===== src/logic/dram_ctrl_defines.vh =====
`ifndef DRAM_CTRL_DEFINES_VH
`define DRAM_CTRL_DEFINES_VH

// one main_clock period is two ticks of clock (half-period resolution)
`define TICKS_PER_MAIN 2
// timing in ticks
`define RAS_PULSE_TICKS (4 * `TICKS_PER_MAIN)
`define ACK_DELAY_TICKS (4 * `TICKS_PER_MAIN)
`define CAS_DELAY_TICKS 3
`define COL_DELAY_FULL_TICKS (1 * `TICKS_PER_MAIN)
`define COL_DELAY_HALF_TICKS 1
`define PRECH_LONG_TICKS (4 * `TICKS_PER_MAIN)
`define PRECH_SHORT_TICKS (3 * `TICKS_PER_MAIN)
// refresh
`define REFRESH_DIVIDE 64
`define REFRESH_LOG_MAX 128
// state codes
`define ST_IDLE 2'd0
`define ST_ACCESS 2'd1
`define ST_REF_ADDR 2'd2
`define ST_REF_RAS 2'd3

`endif


===== src/logic/dram_access_refresh_ctrl.v =====
`timescale 1ns/10ps
`include "dram_ctrl_defines.vh"

module dram_access_refresh_ctrl #(
   parameter ADDR_W = 10,
   parameter CNT_W = 4,
   parameter DIV_W = 6,
   parameter LOG_W = 8
) (
   input wire clock,
   input wire srst,
   input wire accessReqN,
   input wire pageHoldN,
   input wire row_hold_select,
   input wire precharge_select,
   input wire addrLatchN,
   input wire refresh_tick_clock,
   input wire [ADDR_W-1:0] row_addr_in,
   input wire [ADDR_W-1:0] col_addr_in,
   output reg accessGrant,
   output reg rowStrobeN,
   output reg colStrobeN,
   output reg transfer_ack_n,
   output reg transferAckOe,
   output wire [ADDR_W-1:0] dram_addr_out
);
   localparam integer RAS_LAST_I = `RAS_PULSE_TICKS - 1;
   localparam integer ACK_LAST_I = `ACK_DELAY_TICKS - 1;
   localparam integer CAS_LAST_I = `CAS_DELAY_TICKS - 1;
   localparam integer COL_FULL_I = `COL_DELAY_FULL_TICKS - 1;
   localparam integer COL_HALF_I = `COL_DELAY_HALF_TICKS - 1;
   localparam integer PRE_LONG_I = `PRECH_LONG_TICKS - 1;
   localparam integer PRE_SHORT_I = `PRECH_SHORT_TICKS - 1;
   // counter compare values cut to the counter width on purpose
   localparam [CNT_W-1:0] RAS_LAST = RAS_LAST_I[CNT_W-1:0];
   localparam [CNT_W-1:0] ACK_LAST = ACK_LAST_I[CNT_W-1:0];
   localparam [CNT_W-1:0] CAS_LAST = CAS_LAST_I[CNT_W-1:0];
   localparam [CNT_W-1:0] COL_FULL = COL_FULL_I[CNT_W-1:0];
   localparam [CNT_W-1:0] COL_HALF = COL_HALF_I[CNT_W-1:0];
   localparam [CNT_W-1:0] PRE_LONG = PRE_LONG_I[CNT_W-1:0];
   localparam [CNT_W-1:0] PRE_SHORT = PRE_SHORT_I[CNT_W-1:0];
   localparam [CNT_W-1:0] CNT_MAX = {CNT_W{1'b1}};

   reg [1:0] state;
   reg [CNT_W-1:0] count;
   reg [CNT_W-1:0] prechCount;
   reg risePhase;
   wire refreshPending;
   wire [ADDR_W-1:0] refreshAddr;
   wire prechOk;
   wire startAccess;
   wire startRefresh;
   wire refreshDone;
   wire selCol;
   wire selRefresh;
   wire [CNT_W-1:0] colAt;
   wire [CNT_W-1:0] prechNeed;

   assign prechNeed = precharge_select ? PRE_SHORT : PRE_LONG;
   assign prechOk = rowStrobeN && (prechCount >= prechNeed);
   // the request is only looked at on the rising phase of main_clock
   assign startAccess = (state == `ST_IDLE) && prechOk && risePhase &&
      !accessReqN;
   // the internal refresh request is looked at on the falling phase,
   // so whichever request is seen first wins the cycle
   assign startRefresh = (state == `ST_IDLE) && prechOk && !risePhase &&
      refreshPending;
   assign refreshDone = (state == `ST_REF_RAS) && (count == RAS_LAST);
   assign colAt = row_hold_select ? COL_HALF : COL_FULL;
   assign selCol = (state == `ST_ACCESS) && (count >= colAt);
   assign selRefresh = startRefresh || (state == `ST_REF_ADDR) ||
      (state == `ST_REF_RAS);

   refresh_tracker #(
      .ADDR_W(ADDR_W),
      .DIV_W(DIV_W),
      .LOG_W(LOG_W)
   ) refresh_unit (
      .clock(clock),
      .srst(srst),
      .refreshTickClock(refresh_tick_clock),
      .refreshDone(refreshDone),
      .refreshPending(refreshPending),
      .refreshAddr(refreshAddr)
   );

   dram_addr_mux #(
      .ADDR_W(ADDR_W)
   ) addr_unit (
      .clock(clock),
      .srst(srst),
      .addrLatchN(addrLatchN),
      .rowAddrIn(row_addr_in),
      .colAddrIn(col_addr_in),
      .refreshAddr(refreshAddr),
      .selCol(selCol),
      .selRefresh(selRefresh),
      .dramAddrOut(dram_addr_out)
   );

   always @(posedge clock) begin
      if (srst) begin
         risePhase <= 1'b1;
         prechCount <= CNT_MAX;
      end else begin
         risePhase <= ~risePhase;
         if (!rowStrobeN) begin
            prechCount <= {CNT_W{1'b0}};
         end else if (prechCount != CNT_MAX) begin
            prechCount <= prechCount + 1'b1;
         end
      end
   end

   always @(posedge clock) begin
      if (srst) begin
         state <= `ST_IDLE;
         count <= {CNT_W{1'b0}};
         accessGrant <= 1'b0;
         rowStrobeN <= 1'b1;
         colStrobeN <= 1'b1;
         transfer_ack_n <= 1'b1;
         transferAckOe <= 1'b0;
      end else begin
         case (state)
            `ST_IDLE: begin
               count <= {CNT_W{1'b0}};
               transferAckOe <= 1'b0;
               if (startAccess) begin
                  state <= `ST_ACCESS;
                  rowStrobeN <= 1'b0;
                  accessGrant <= 1'b1;
                  transferAckOe <= 1'b1;
               end else if (startRefresh) begin
                  state <= `ST_REF_ADDR;
               end
            end
            `ST_ACCESS: begin
               if (count != CNT_MAX) begin
                  count <= count + 1'b1;
               end
               if (accessReqN) begin
                  // request released: end everything and go off the bus
                  state <= `ST_IDLE;
                  rowStrobeN <= 1'b1;
                  colStrobeN <= 1'b1;
                  accessGrant <= 1'b0;
                  transfer_ack_n <= 1'b1;
                  transferAckOe <= 1'b0;
               end else begin
                  if (count == CAS_LAST) begin
                     colStrobeN <= 1'b0;
                  end
                  if (count == ACK_LAST) begin
                     transfer_ack_n <= 1'b0;
                  end
                  // page hold low keeps the strobe; once it rises after
                  // the normal pulse length the strobe ends
                  if (count >= RAS_LAST && pageHoldN) begin
                     rowStrobeN <= 1'b1;
                  end
               end
            end
            `ST_REF_ADDR: begin
               state <= `ST_REF_RAS;
               rowStrobeN <= 1'b0;
               count <= {CNT_W{1'b0}};
            end
            `ST_REF_RAS: begin
               count <= count + 1'b1;
               if (count == RAS_LAST) begin
                  rowStrobeN <= 1'b1;
                  state <= `ST_IDLE;
               end
            end
            default: begin
               state <= `ST_IDLE;
               rowStrobeN <= 1'b1;
               colStrobeN <= 1'b1;
               accessGrant <= 1'b0;
               transfer_ack_n <= 1'b1;
               transferAckOe <= 1'b0;
            end
         endcase
      end
   end
endmodule


===== src/logic/dram_addr_mux.v =====
`timescale 1ns/10ps
`include "dram_ctrl_defines.vh"

module dram_addr_mux #(
   parameter ADDR_W = 10
) (
   input wire clock,
   input wire srst,
   input wire addrLatchN,
   input wire [ADDR_W-1:0] rowAddrIn,
   input wire [ADDR_W-1:0] colAddrIn,
   input wire [ADDR_W-1:0] refreshAddr,
   input wire selCol,
   input wire selRefresh,
   output reg [ADDR_W-1:0] dramAddrOut
);
   reg [ADDR_W-1:0] rowHeld;
   reg [ADDR_W-1:0] colHeld;
   wire [ADDR_W-1:0] rowNow;
   wire [ADDR_W-1:0] colNow;

   // low latch control: inputs flow through; high: last values held
   assign rowNow = addrLatchN ? rowHeld : rowAddrIn;
   assign colNow = addrLatchN ? colHeld : colAddrIn;

   always @(posedge clock) begin
      if (srst) begin
         rowHeld <= {ADDR_W{1'b0}};
         colHeld <= {ADDR_W{1'b0}};
         dramAddrOut <= {ADDR_W{1'b0}};
      end else begin
         rowHeld <= rowNow;
         colHeld <= colNow;
         if (selRefresh) begin
            dramAddrOut <= refreshAddr;
         end else if (selCol) begin
            dramAddrOut <= colNow;
         end else begin
            dramAddrOut <= rowNow;
         end
      end
   end
endmodule


===== src/logic/refresh_tracker.v =====
`timescale 1ns/10ps
`include "dram_ctrl_defines.vh"

module refresh_tracker #(
   parameter ADDR_W = 10,
   parameter DIV_W = 6,
   parameter LOG_W = 8
) (
   input wire clock,
   input wire srst,
   input wire refreshTickClock,
   input wire refreshDone,
   output reg refreshPending,
   output reg [ADDR_W-1:0] refreshAddr
);
   localparam integer DIV_LAST_I = `REFRESH_DIVIDE - 1;
   localparam integer LOG_MAX_I = `REFRESH_LOG_MAX;
   localparam [DIV_W-1:0] DIV_LAST = DIV_LAST_I[DIV_W-1:0];
   localparam [LOG_W-1:0] LOG_MAX = LOG_MAX_I[LOG_W-1:0];

   reg tickMeta;
   reg tickSync;
   reg tickLast;
   reg [DIV_W-1:0] divCount;
   reg [LOG_W-1:0] pendCount;
   wire tickRise;
   wire divWrap;
   wire logInc;
   wire logDec;
   reg [LOG_W-1:0] next_pendCount;

   assign tickRise = tickSync & ~tickLast;
   assign divWrap = tickRise && (divCount == DIV_LAST);
   assign logInc = divWrap && (pendCount < LOG_MAX);
   assign logDec = refreshDone && (pendCount != {LOG_W{1'b0}});

   // a new request in the same tick as a served one is kept
   always @* begin
      next_pendCount = pendCount;
      if (logInc && !logDec) begin
         next_pendCount = pendCount + 1'b1;
      end else if (logDec && !logInc) begin
         next_pendCount = pendCount - 1'b1;
      end
   end

   always @(posedge clock) begin
      if (srst) begin
         tickMeta <= 1'b0;
         tickSync <= 1'b0;
         tickLast <= 1'b0;
         divCount <= {DIV_W{1'b0}};
         pendCount <= {LOG_W{1'b0}};
         refreshPending <= 1'b0;
         refreshAddr <= {ADDR_W{1'b1}};
      end else begin
         tickMeta <= refreshTickClock;
         tickSync <= tickMeta;
         tickLast <= tickSync;
         if (tickRise) begin
            divCount <= divWrap ? {DIV_W{1'b0}} : divCount + 1'b1;
         end
         pendCount <= next_pendCount;
         refreshPending <= (next_pendCount != {LOG_W{1'b0}});
         if (refreshDone) begin
            refreshAddr <= refreshAddr + 1'b1;
         end
      end
   end
endmodule


===== config.mk =====
export PLATFORM = sky130hd
export DESIGN_NAME = dram_access_refresh_ctrl
export DESIGN_NICKNAME = d
export VERILOG_FILES = /design/src/logic/dram_access_refresh_ctrl.v /design/src/logic/dram_addr_mux.v /design/src/logic/refresh_tracker.v
export VERILOG_INCLUDE_DIRS = /design/src /design/src/logic
export SDC_FILE = /design/constraint.sdc
export NUM_CORES = 1
export LEC_CHECK = 0
export ABC_AREA = 1
export BUFFER_PORTS_ARGS = -buffer_cell sky130_fd_sc_hd__buf_2
export CAP_MARGIN = 20
export CORE_MARGIN = 4
export CORE_UTILIZATION = 50
export CTS_BUF_LIST = sky130_fd_sc_hd__clkbuf_8 sky130_fd_sc_hd__clkbuf_16
export DETAILED_ROUTE_END_ITERATION = 12
export PLACE_DENSITY = 0.77
export SETUP_SLACK_MARGIN = 0.3
export SYNTH_ARGS = -nofsm -noshare
export SYNTH_HDL_FRONTEND = slang
export SYNTH_HIERARCHICAL = 1
export SYNTH_SLANG_ARGS = --single-unit

===== constraint.sdc =====
create_clock -name clock -period 6.6 [get_ports clock]
set_input_delay 0.33 -clock clock [delete_from_list [all_inputs] [get_ports clock]]
set_output_delay 0.33 -clock clock [all_outputs]
set_load 0.005 [all_outputs]

### Yosys cells after proc, flatten, opt, wreduce, memory -nomap -nowiden

Cells that the tools add are included.

* output and inout port bits: 15
* input port bits: 28
* register bits: 74

* mux-type cells: 32
* $add $sub $neg: 6
* bitwise gates (word level): 3
* reduce and logical (&&, ||, !) cells: 33
* magnitude comparators: 4
* eq/ne operators: 15

Operators by type and width (count)
* $mux W10: 4
* $mux W8: 2
* $reduce_bool A8 Y1: 2
* $logic_and A1 B1 Y1: 14
* $mux W1: 12
* $mux W4: 3
* $pmux W4 S3: 1
* $add A10 B1 Y10 const B: 1
* $mux W2: 5
* $reduce_and A3 Y1: 3
* $add A4 B1 Y4 const B: 2
* $add A8 B1 Y8 const B: 1
* $lt A8 B8 Y1 const B: 1
* $ne A4 B4 Y1 const B: 2
* $pmux W2 S4: 1
* $sub A8 B1 Y8 const B: 1
* $add A6 B1 Y6 const B: 1
* $eq A6 B6 Y1 const B: 1
* $mux W6: 1
* $ne A2 B1 Y1 const B: 3
* $reduce_and A2 Y1: 3
* $reduce_bool A2 Y1: 3
* $eq A2 B2 Y1 const B: 2
* $eq A4 B2 Y1 const B: 1
* other kinds (16): 23

### Logic depth before layout (Yosys ltp)

Gate-level depths: netlist of the first run.

* depth after elaboration: 9
* depth in mapped cells: 16

### Cells and area by module

The synthesis of the first run kept the hierarchy.

Modules (own cells, without submodules)
* refresh_tracker: instances 1, cells each 225, area an instance 1630.3 um2, sequential area each 560.5 um2
* dram_addr_mux: instances 1, cells each 162, area an instance 1183.6 um2, sequential area each 600.6 um2
* dram_access_refresh_ctrl: instances 1, cells each 114, area an instance 833.3 um2, sequential area each 320.3 um2

### Worst setup path before layout of the first run

Ideal clock, no wire load.

* path kind: reg2reg
* start: register count[1]
* end: register refresh_unit.refreshPending
* library setup time: 0.128 ns
* stages on the path, launching flop included: 17
* arrival time: 2.014 ns
* slack: 4.458 ns
* clock period less this slack: 2.142 ns
* path buffers: 0
* cell sequence: dfxtp_1 > ha_1 > nand2_1 > nor2_1 > inv_1 > nor2_1 > inv_2 > nor2_8 > nand2_2 > nand2_1 > nand2_1 > nand2_1 > nand2_1 > nor2_1 > nand2_1 > nor2_1 > nor2_1

* word-level cells in the longest chain between the ends: 7

Ends and longest elaborated chain
* start, declared: RTL line dram_access_refresh_ctrl.v:45 `reg [CNT_W-1:0] count;`
* start signal, assigned: RTL line dram_access_refresh_ctrl.v:118 `count <= {CNT_W{1'b0}};`
* start signal, assigned: RTL line dram_access_refresh_ctrl.v:127 `count <= {CNT_W{1'b0}};`
* start signal, assigned: RTL line dram_access_refresh_ctrl.v:140 `count <= count + 1'b1;`
* $eq A4 B3 Y1 (*): RTL line dram_access_refresh_ctrl.v:68 `` assign refreshDone = (state == `ST_REF_RAS) && (count == RAS_LAST); ``
* $logic_and A1 B1 Y1 (*): RTL line dram_access_refresh_ctrl.v:68
* named net refreshDone: RTL line dram_access_refresh_ctrl.v:53 `wire refreshDone;`
* $logic_and A1 B1 Y1 (*): RTL line refresh_tracker.v:35 `assign logDec = refreshDone && (pendCount != {LOG_W{1'b0}});`
* $logic_and A1 B1 Y1 or $logic_not A1 Y1 (tied branches): RTL line refresh_tracker.v:42, refresh_tracker.v:40
* $mux W8 or $logic_and A1 B1 Y1 (tied branches): RTL line refresh_tracker.v:42, refresh_tracker.v:40
* $mux W8 (*): RTL line refresh_tracker.v:40 `if (logInc && !logDec) begin`
* $reduce_bool A8 Y1 (*): RTL line refresh_tracker.v:64 `refreshPending <= (next_pendCount != {LOG_W{1'b0}});`
* end signal, assigned: RTL line refresh_tracker.v:64
* end, declared: RTL line refresh_tracker.v:13 `output reg refreshPending,`

Mark *: on every way through the listed nets, which the timed path passes. The rest lies on a longest branch.
A chain may end at the register's enable or synchronous reset.

### Worst setup path after layout of the first run

Same ends and word-level chain as after synthesis.

==> results of run 1 <==
-- area by class of cell --
class / instances / area (sq um)
inverter: 62 / 239
sequential: 74 / 1480
clock inverter: 7 / 124
timing repair buffer: 42 / 210
multi-input combinational: 353 / 1850
clock buffer: 9 / 124
tap: 96 / 120
fill: 631 / 2790
-- cells by family (layout without fill, tap and decap cells) --
group / Yosys count / after routing / share of synthesized area (%)
buffers and inverters: 74 / 120 / 8.54
xor gates and xnor gates: 6 / 6 / 1.44
DFF: 74 / 74 / 40.6
and+or+nand+nor: 255 / 255 / 33.9
adders and majority gates: 10 / 10 / 3.43
AOI/OAI and AO/OA: 82 / 82 / 12.0
-- synth_stat cells --
library cell | n | area (sq um)
nand2_1 | 129 | 484
dfxtp_1 | 74 | 1480
inv_1 | 51 | 191
a21oi_1 | 50 | 250
nand3_1 | 42 | 210
nor2_1 | 33 | 124
o21ai_0 | 19 | 95.1
ha_1 | 10 | 125
nand2_2 | 7 | 43.8
nand3_2 | 7 | 70.1
nand4_1 | 7 | 43.8
nor3_1 | 6 | 30.0
clkinv_1 | 5 | 18.8
nor2_2 | 5 | 31.3
nor2_4 | 5 | 56.3
o21ai_1 | 5 | 25.0
buf_2 | 4 | 20.0
clkbuf_1 | 4 | 15.0
inv_2 | 4 | 15.0
nand3b_1 | 4 | 30.0
o211ai_1 | 4 | 30.0
xor2_1 | 4 | 35.0
buf_4 | 2 | 15.0
buf_6 | 2 | 22.5
nand2_4 | 2 | 22.5
nor3_2 | 2 | 20.0
nor3b_1 | 2 | 15.0
xnor2_1 | 2 | 17.5
a211oi_1 | 1 | 7.51
a31oi_1 | 1 | 6.26
clkinv_2 | 1 | 5.00
clkinv_4 | 1 | 8.76
nand3_4 | 1 | 17.5
nor2_8 | 1 | 20.0
nor4_2 | 1 | 12.5
o21ai_2 | 1 | 8.76
o21ai_4 | 1 | 16.3
or2_2 | 1 | 6.26
-- registers in the layout, summed over array words and instances (netlist names) --
| signal | cells |
|---|---|
| refresh_unit/refreshPending | 1 |
| refresh_unit/pendCount | 8 |
| refresh_unit/divCount | 6 |
| prechCount | 4 |
| rowStrobeN | 1 |
| addr_unit/rowHeld | 10 |
| refresh_unit/tickMeta | 1 |
| refresh_unit/tickSync | 1 |
| addr_unit/dramAddrOut | 10 |
| accessGrant | 1 |
| count | 4 |
| refresh_unit/tickLast | 1 |
| transfer_ack_n | 1 |
| state | 2 |
| transferAckOe | 1 |
| risePhase | 1 |
| refresh_unit/refreshAddr | 10 |
| colStrobeN | 1 |
| addr_unit/colHeld | 10 |
-- critical path, stage by stage, from the launching register on --
cell and delay [ps]:
dfxtp_1 420, ha_1 220, nand2_1 110, nor2_1 160, inv_1 70, nor2_1 460, inv_2 170, nor2_8 190
nand2_2 110, nand2_1 80, nand2_1 50, nand2_1 70, nand2_1 50, nor2_1 90, nand2_1 60, nor2_1 100
nor2_1 40
-- routing by layer --
metal	vias to the layer above	global-route usage [%]	part of all wire [%]
met4	0	6.47	1.4
met3	12	6.28	4.7
met1	1479	22.6	46
met5	-	0	0
met2	60	32.0	48
li1	1703	-	-
-- layout by cell type, fill, tap and decap left out, types with 5 or more instances in the layout --
cell      instances
inv_1            51
o21ai_0          19
nor2_4            5
nand3_2           7
nand4_1           7
clkbuf_8          9
dfxtp_1          74
nor2_1           33
nand3_1          42
nor3_1            6
clkinv_1          5
nand2_2           7
buf_2            42
nor2_2            5
o21ai_1           5
nand2_1         129
a21oi_1          50
ha_1             10
-- metrics by stage --
| stage | std cells | utilization, % |
|---|---|---|
| 2_1_floorplan | 501 | - |
| 3_3_place_gp | 627 | 56.2 |
| 3_5_place_dp | 627 | 56.2 |
| 4_1_cts | 643 | 59.8 |
| 5_1_grt | 643 | 59.8 |
| 6_report | 643 | 59.8 |
-- power by group through the flow --
| stage | clock, mW | sequential [mW] | combinational (mW) |
|---|---|---|---|
| after floorplan | 0 | 0.504 | 0.101 |
| after global placement | 0 | 0.506 | 0.135 |
| after detailed placement | 0 | 0.507 | 0.140 |
| after CTS | 0.446 | 0.497 | 0.141 |
| after global routing | 0.466 | 0.501 | 0.165 |
| final | 0.434 | 0.497 | 0.141 |
-- worst max path at each step --
stage,to,slack (ps),cells after the start
detailed placement,refresh_unit/refreshPending,4060,16
global placement,refresh_unit/refreshPending,4220,16
finish,refresh_unit/refreshPending,3990,16
CTS,refresh_unit/refreshPending,4000,16
global route,refresh_unit/refreshAddr[8],3760,10
floorplan,refresh_unit/refreshPending,4460,16
==> flow_summary.json, run 1 <==
{
  "holdCritPathClass": "in -> reg",
  "clockPowerShare_pct": 40.5,
  "internal_power_mw": 0.788,
  "ys_seq_area_share_pct": 40.6,
  "synth_area_sq_mm": 0.00365,
  "cp.required_ps": 6810,
  "status": "finished clean",
  "drt_iter0_markers": 142,
  "antenna_found_initial": 0,
  "p_sw_mw": 0.284,
  "final.min_clock_period_ps": 2610,
  "vdd_drop_max_mv": 0.115,
  "initial_core_util_pct": 52.5,
  "r2r_end": "refresh_unit/refreshPending",
  "worstSkewPairLatency_ps": 360,
  "yosysWarnings": 6,
  "viasPerCell": 5.06,
  "place_congestion": 0.929,
  "fin_tns_setup_ps": 0,
  "tightest_slew_ps": 933,
  "stdcell_area_sq_mm": 0.00415,
  "cts_tree": "done",
  "syn-num-nets": 539,
  "htree_num_levels": 3,
  "fp.dieArea_sq_mm": 0.00872,
  "synth_seq_cells": 74,
  "hold_ws_ps": 171,
  "drtAntennaViolNets": 0,
  "whs_endpoint": "refresh_unit/tickMeta",
  "r2r-start": "count[1]",
  "fmax_mhz": 384,
  "clkSlewWorstSetupHoldPaths_ps": 80,
  "hp-start": "refresh_tick_clock",
  "crit_path_start": "count[1]",
  "synth_cell_type_count": 38,
  "power.total_mw": 1.07,
  "die_h_um": 93.4,
  "avgSynthCellArea_sq_um": 7.28,
  "min_path_cells": 3,
  "hold_violations": 0,
  "p_sw_share_pct": 26.5,
  "clock_sinks": 74,
  "grt_max_degree": 50,
  "clock_skew_ps": 11.6,
  "cp.arrival_ps": 2820,
  "drv_slew": 0,
  "fp.coreArea_sq_mm": 0.00694,
  "ff2ff_setup_slack_ps": 3990,
  "grt_pass1_wl_mm": 13.4,
  "fp.dieW_um": 93.4,
  "worstSetupEndpointType": "flop",
  "dpl_cell_area_sq_mm": 0.00391,
  "post_cts_resized": 0,
  "leakage_nw": 2.00,
  "cp_max_fo": 7,
  "nets": 580,
  "p_per_area_mw_per_mm2": 258,
  "setup-violations-final": 0,
  "critPathKind": "reg -> reg",
  "post-route-period-util_pct": 39.5,
  "routed_wl_mm": 7.87,
  "portBuffers": 42,
  "drive_above_1_share_pct": 17.9,
  "start_kind": "flop",
  "grt_overflow": 0,
  "numCtsBuffers": 9,
  "clock_path_buffers": 2,
  "final.setup.worst_slack_ps": 3990,
  "wl_per_cell_um": 12.2,
  "postSynthCellCount": 501,
  "first_global_vias": 3101,
  "r2r_cells": 16,
  "cap_viol_max_count": 0,
  "post-dp-hpwl_mm": 5.63,
  "pre_cts_slack_ps": 4060,
  "io_pins": 43,
  "dr.pass1.iters": 5,
  "n_antenna_cell": 0,
  "rsz0062_at_grt": "no",
  "slew_headroom_pct": 37.8,
  "combPwrFrac_pct": 13.1,
  "route.detailed.drc": 0,
  "rows": 30,
  "area_growth_pct": 13.9,
  "seqPwrFrac_pct": 46.4,
  "vias": 3254,
  "cts-root-buf": "clkbuf_8",
  "track_usage_pct": 19.0,
  "postCtsSetupBuffers": 0,
  "cts_hold_buf": 0
}
Note: power is estimated with default switching activity, not from simulation.
==> run 2, diff against run 1 <==
--- a/config.mk
+++ b/config.mk
@@ -13,7 +13,7 @@
 export CORE_UTILIZATION = 50
 export CTS_BUF_LIST = sky130_fd_sc_hd__clkbuf_8 sky130_fd_sc_hd__clkbuf_16
 export DETAILED_ROUTE_END_ITERATION = 12
-export PLACE_DENSITY = 0.77
+export PLACE_DENSITY = 0.8
 export SETUP_SLACK_MARGIN = 0.3
 export SYNTH_ARGS = -nofsm -noshare
 export SYNTH_HDL_FRONTEND = slang
==> constraint.sdc (replaced) <==
create_clock -name clock -period 2.1 [get_ports clock]
set_input_delay 0.105 -clock clock [delete_from_list [all_inputs] [get_ports clock]]
set_output_delay 0.105 -clock clock [all_outputs]
set_load 0.005 [all_outputs]
==> run 2 against run 1 <==
Compared with the run above: via count up 6.5%; wire length up 8.6%; clock skew up 0.96 ps; non-clock buffer count up 26; total power rose to 3.2 times the previous value; sequential share of layout area down 2.7 points; critical path depth down 1; worst hold slack worse by 160 ps; final area up 8.8%; core utilization up 5.3 points; global-route usage up 0.083 points; largest cell class unchanged.
==> flow_summary.json, run 2 (synthesis results as in run 1) <==
{
  "dr.pass1.iters": 5,
  "clkSlewWorstSetupHoldPaths_ps": 90,
  "track_usage_pct": 19.1,
  "post-dp-hpwl_mm": 5.62,
  "cp_max_fo": 7,
  "setup-violations-final": 0,
  "critical-path-slowest-cell": "dfxtp_4",
  "place_congestion": 0.946,
  "grt_max_degree": 40,
  "clock_sinks": 74,
  "slew_headroom_pct": 70.0,
  "drt_iter0_markers": 142,
  "rows": 30,
  "fp.dieW_um": 93.4,
  "final_cell_mix": "nand2_1, dfxtp_1, a21oi_1",
  "cp.arrival_ps": 2210,
  "cap_viol_max_count": 0,
  "worstSetupEndpointType": "flop",
  "n_antenna_cell": 0,
  "portBuffers": 42,
  "grt_overflow": 0,
  "route.detailed.drc": 0,
  "routed_wl_mm": 8.54,
  "clock_path_buffers": 2,
  "rsz0062_at_grt": "yes",
  "path_cells": "ha_4 -> nand2_4 -> nor2_4 -> inv_2 -> nor2_4 -> buf_6 -> o21ai_4 -> nand2_4 -> clkinv_4 -> o21ai_4 -> nand2_1 -> nor2_1 -> nand2_1 -> nor2_2 -> nor2_1",
  "drtAntennaViolNets": 0,
  "htree_num_levels": 3,
  "cts-root-buf": "clkbuf_8",
  "wl_per_cell_um": 12.8,
  "fmax_mhz": 505,
  "viasPerCell": 5.18,
  "vias": 3465,
  "max_stage_delay_ps": 370,
  "drv_slew": 0,
  "die_h_um": 93.4,
  "numCtsBuffers": 9,
  "hold_violations": 0,
  "utilization_pct": 65.1,
  "tightest_slew_ps": 450,
  "cts_tree": "done",
  "nets": 606,
  "p_per_area_mw_per_mm2": 755,
  "fp.dieArea_sq_mm": 0.00872,
  "area_growth_pct": 23.9,
  "critPathKind": "reg -> reg",
  "cp.required_ps": 2330,
  "vdd_drop_max_mv": 0.355,
  "post-route-period-util_pct": 94.4,
  "first_global_vias": 3238,
  "final.min_clock_period_ps": 1980,
  "start_kind": "flop",
  "status": "finished clean",
  "drive_above_1_share_pct": 26.0,
  "initial_core_util_pct": 52.5,
  "final_common_cell": "nand2_1",
  "clock_skew_ps": 12.5,
  "holdCritPathClass": "in -> reg",
  "power.total_mw": 3.41,
  "antenna_found_initial": 0,
  "io_pins": 43,
  "fp.coreArea_sq_mm": 0.00694,
  "worstSkewPairLatency_ps": 360,
  "leakage_nw": 2.15,
  "grt_pass1_wl_mm": 13.6
}
[run 2: cell count changes in the layout (fill, tap and decap cells not counted), sizes merged]
cell         change
buf             +25
dlygate4sd3      +1
[run 2: worst max-delay path, delay by kind of cell (launching register included)]
kind                     cells  cell delay (ps)
AO/OA/AOI/OAI                2              160
adder cells (fa/ha/maj)      1              150
buffers and inverters        3              280
flip-flops                   1              370
AND/OR/NAND/NOR              9              900
[run 2: layout make-up]
type / count / area (sq um)
clock buffer: 9 / 124
clock inverter: 7 / 124
fill: 558 / 2420
inverter: 62 / 246
multi-input combinational: 353 / 1990
sequential: 74 / 1490
tap: 96 / 120
timing repair buffer: 68 / 427
[run 2: per-stage QoR]
step / cells / instance area, sq um / TNS [ps] / worst slack [ps] / hold WS, ps
finish: 669 / 4520 / 0 / 118 / 8.80
global route: 669 / 4520 / -36.4 / -36.4 / 9.55
CTS: 655 / 4310 / 0 / 202 / 4.56
detailed placement: 631 / 3980 / 0 / 95.5 / 312
global placement: 631 / 3980 / 0 / 167 / 303
floorplan: 501 / 3700 / 0 / 314 / 170
[run 2: worst paths after layout]
| path | from | end | slack [ps] | cells past startpoint |
|---|---|---|---|---|
| worst max-delay path | count[1] | refresh_unit/refreshPending | 120 | 15 |
| worst min-delay path | col_addr_in[2] | addr_unit/colHeld[2] | 9 | 3 |
| worst max register to register | count[1] | refresh_unit/refreshPending | 120 | 15 |
| worst min register to register | risePhase | risePhase | 390 | 1 |
[run 2: power breakdown]
group          leakage (nW)  switching [mW]  internal (mW)  total (mW)
clock                 0.120           0.569          0.799        1.37
combinational          1.43           0.275          0.210       0.485
sequential            0.607          0.0644           1.50        1.56
total                  2.15           0.909           2.50        3.41
[run 2: layer usage]
metal / track usage, % / part of all wire [%] / vias up
met4: 7.94 / 1.9 / 0
met1: 22.2 / 43 / 1561
met5: 0 / 0 / -
met2: 32.9 / 49 / 120
li1: - / - / 1764
met3: 5.23 / 6.0 / 20
[run 2: timing repair]
| item | 4_1_cts | 5_1_grt |
|---|---|---|
| pin swaps | 7 | 25 |
| resized for setup | 4 | 32 |
| setup endpoints to repair | 6 | 16 |
| endpoints found under the hold margin | 1 | 0 |
| hold buffers | 1 | 0 |
| buffers inserted | 7 | 14 |
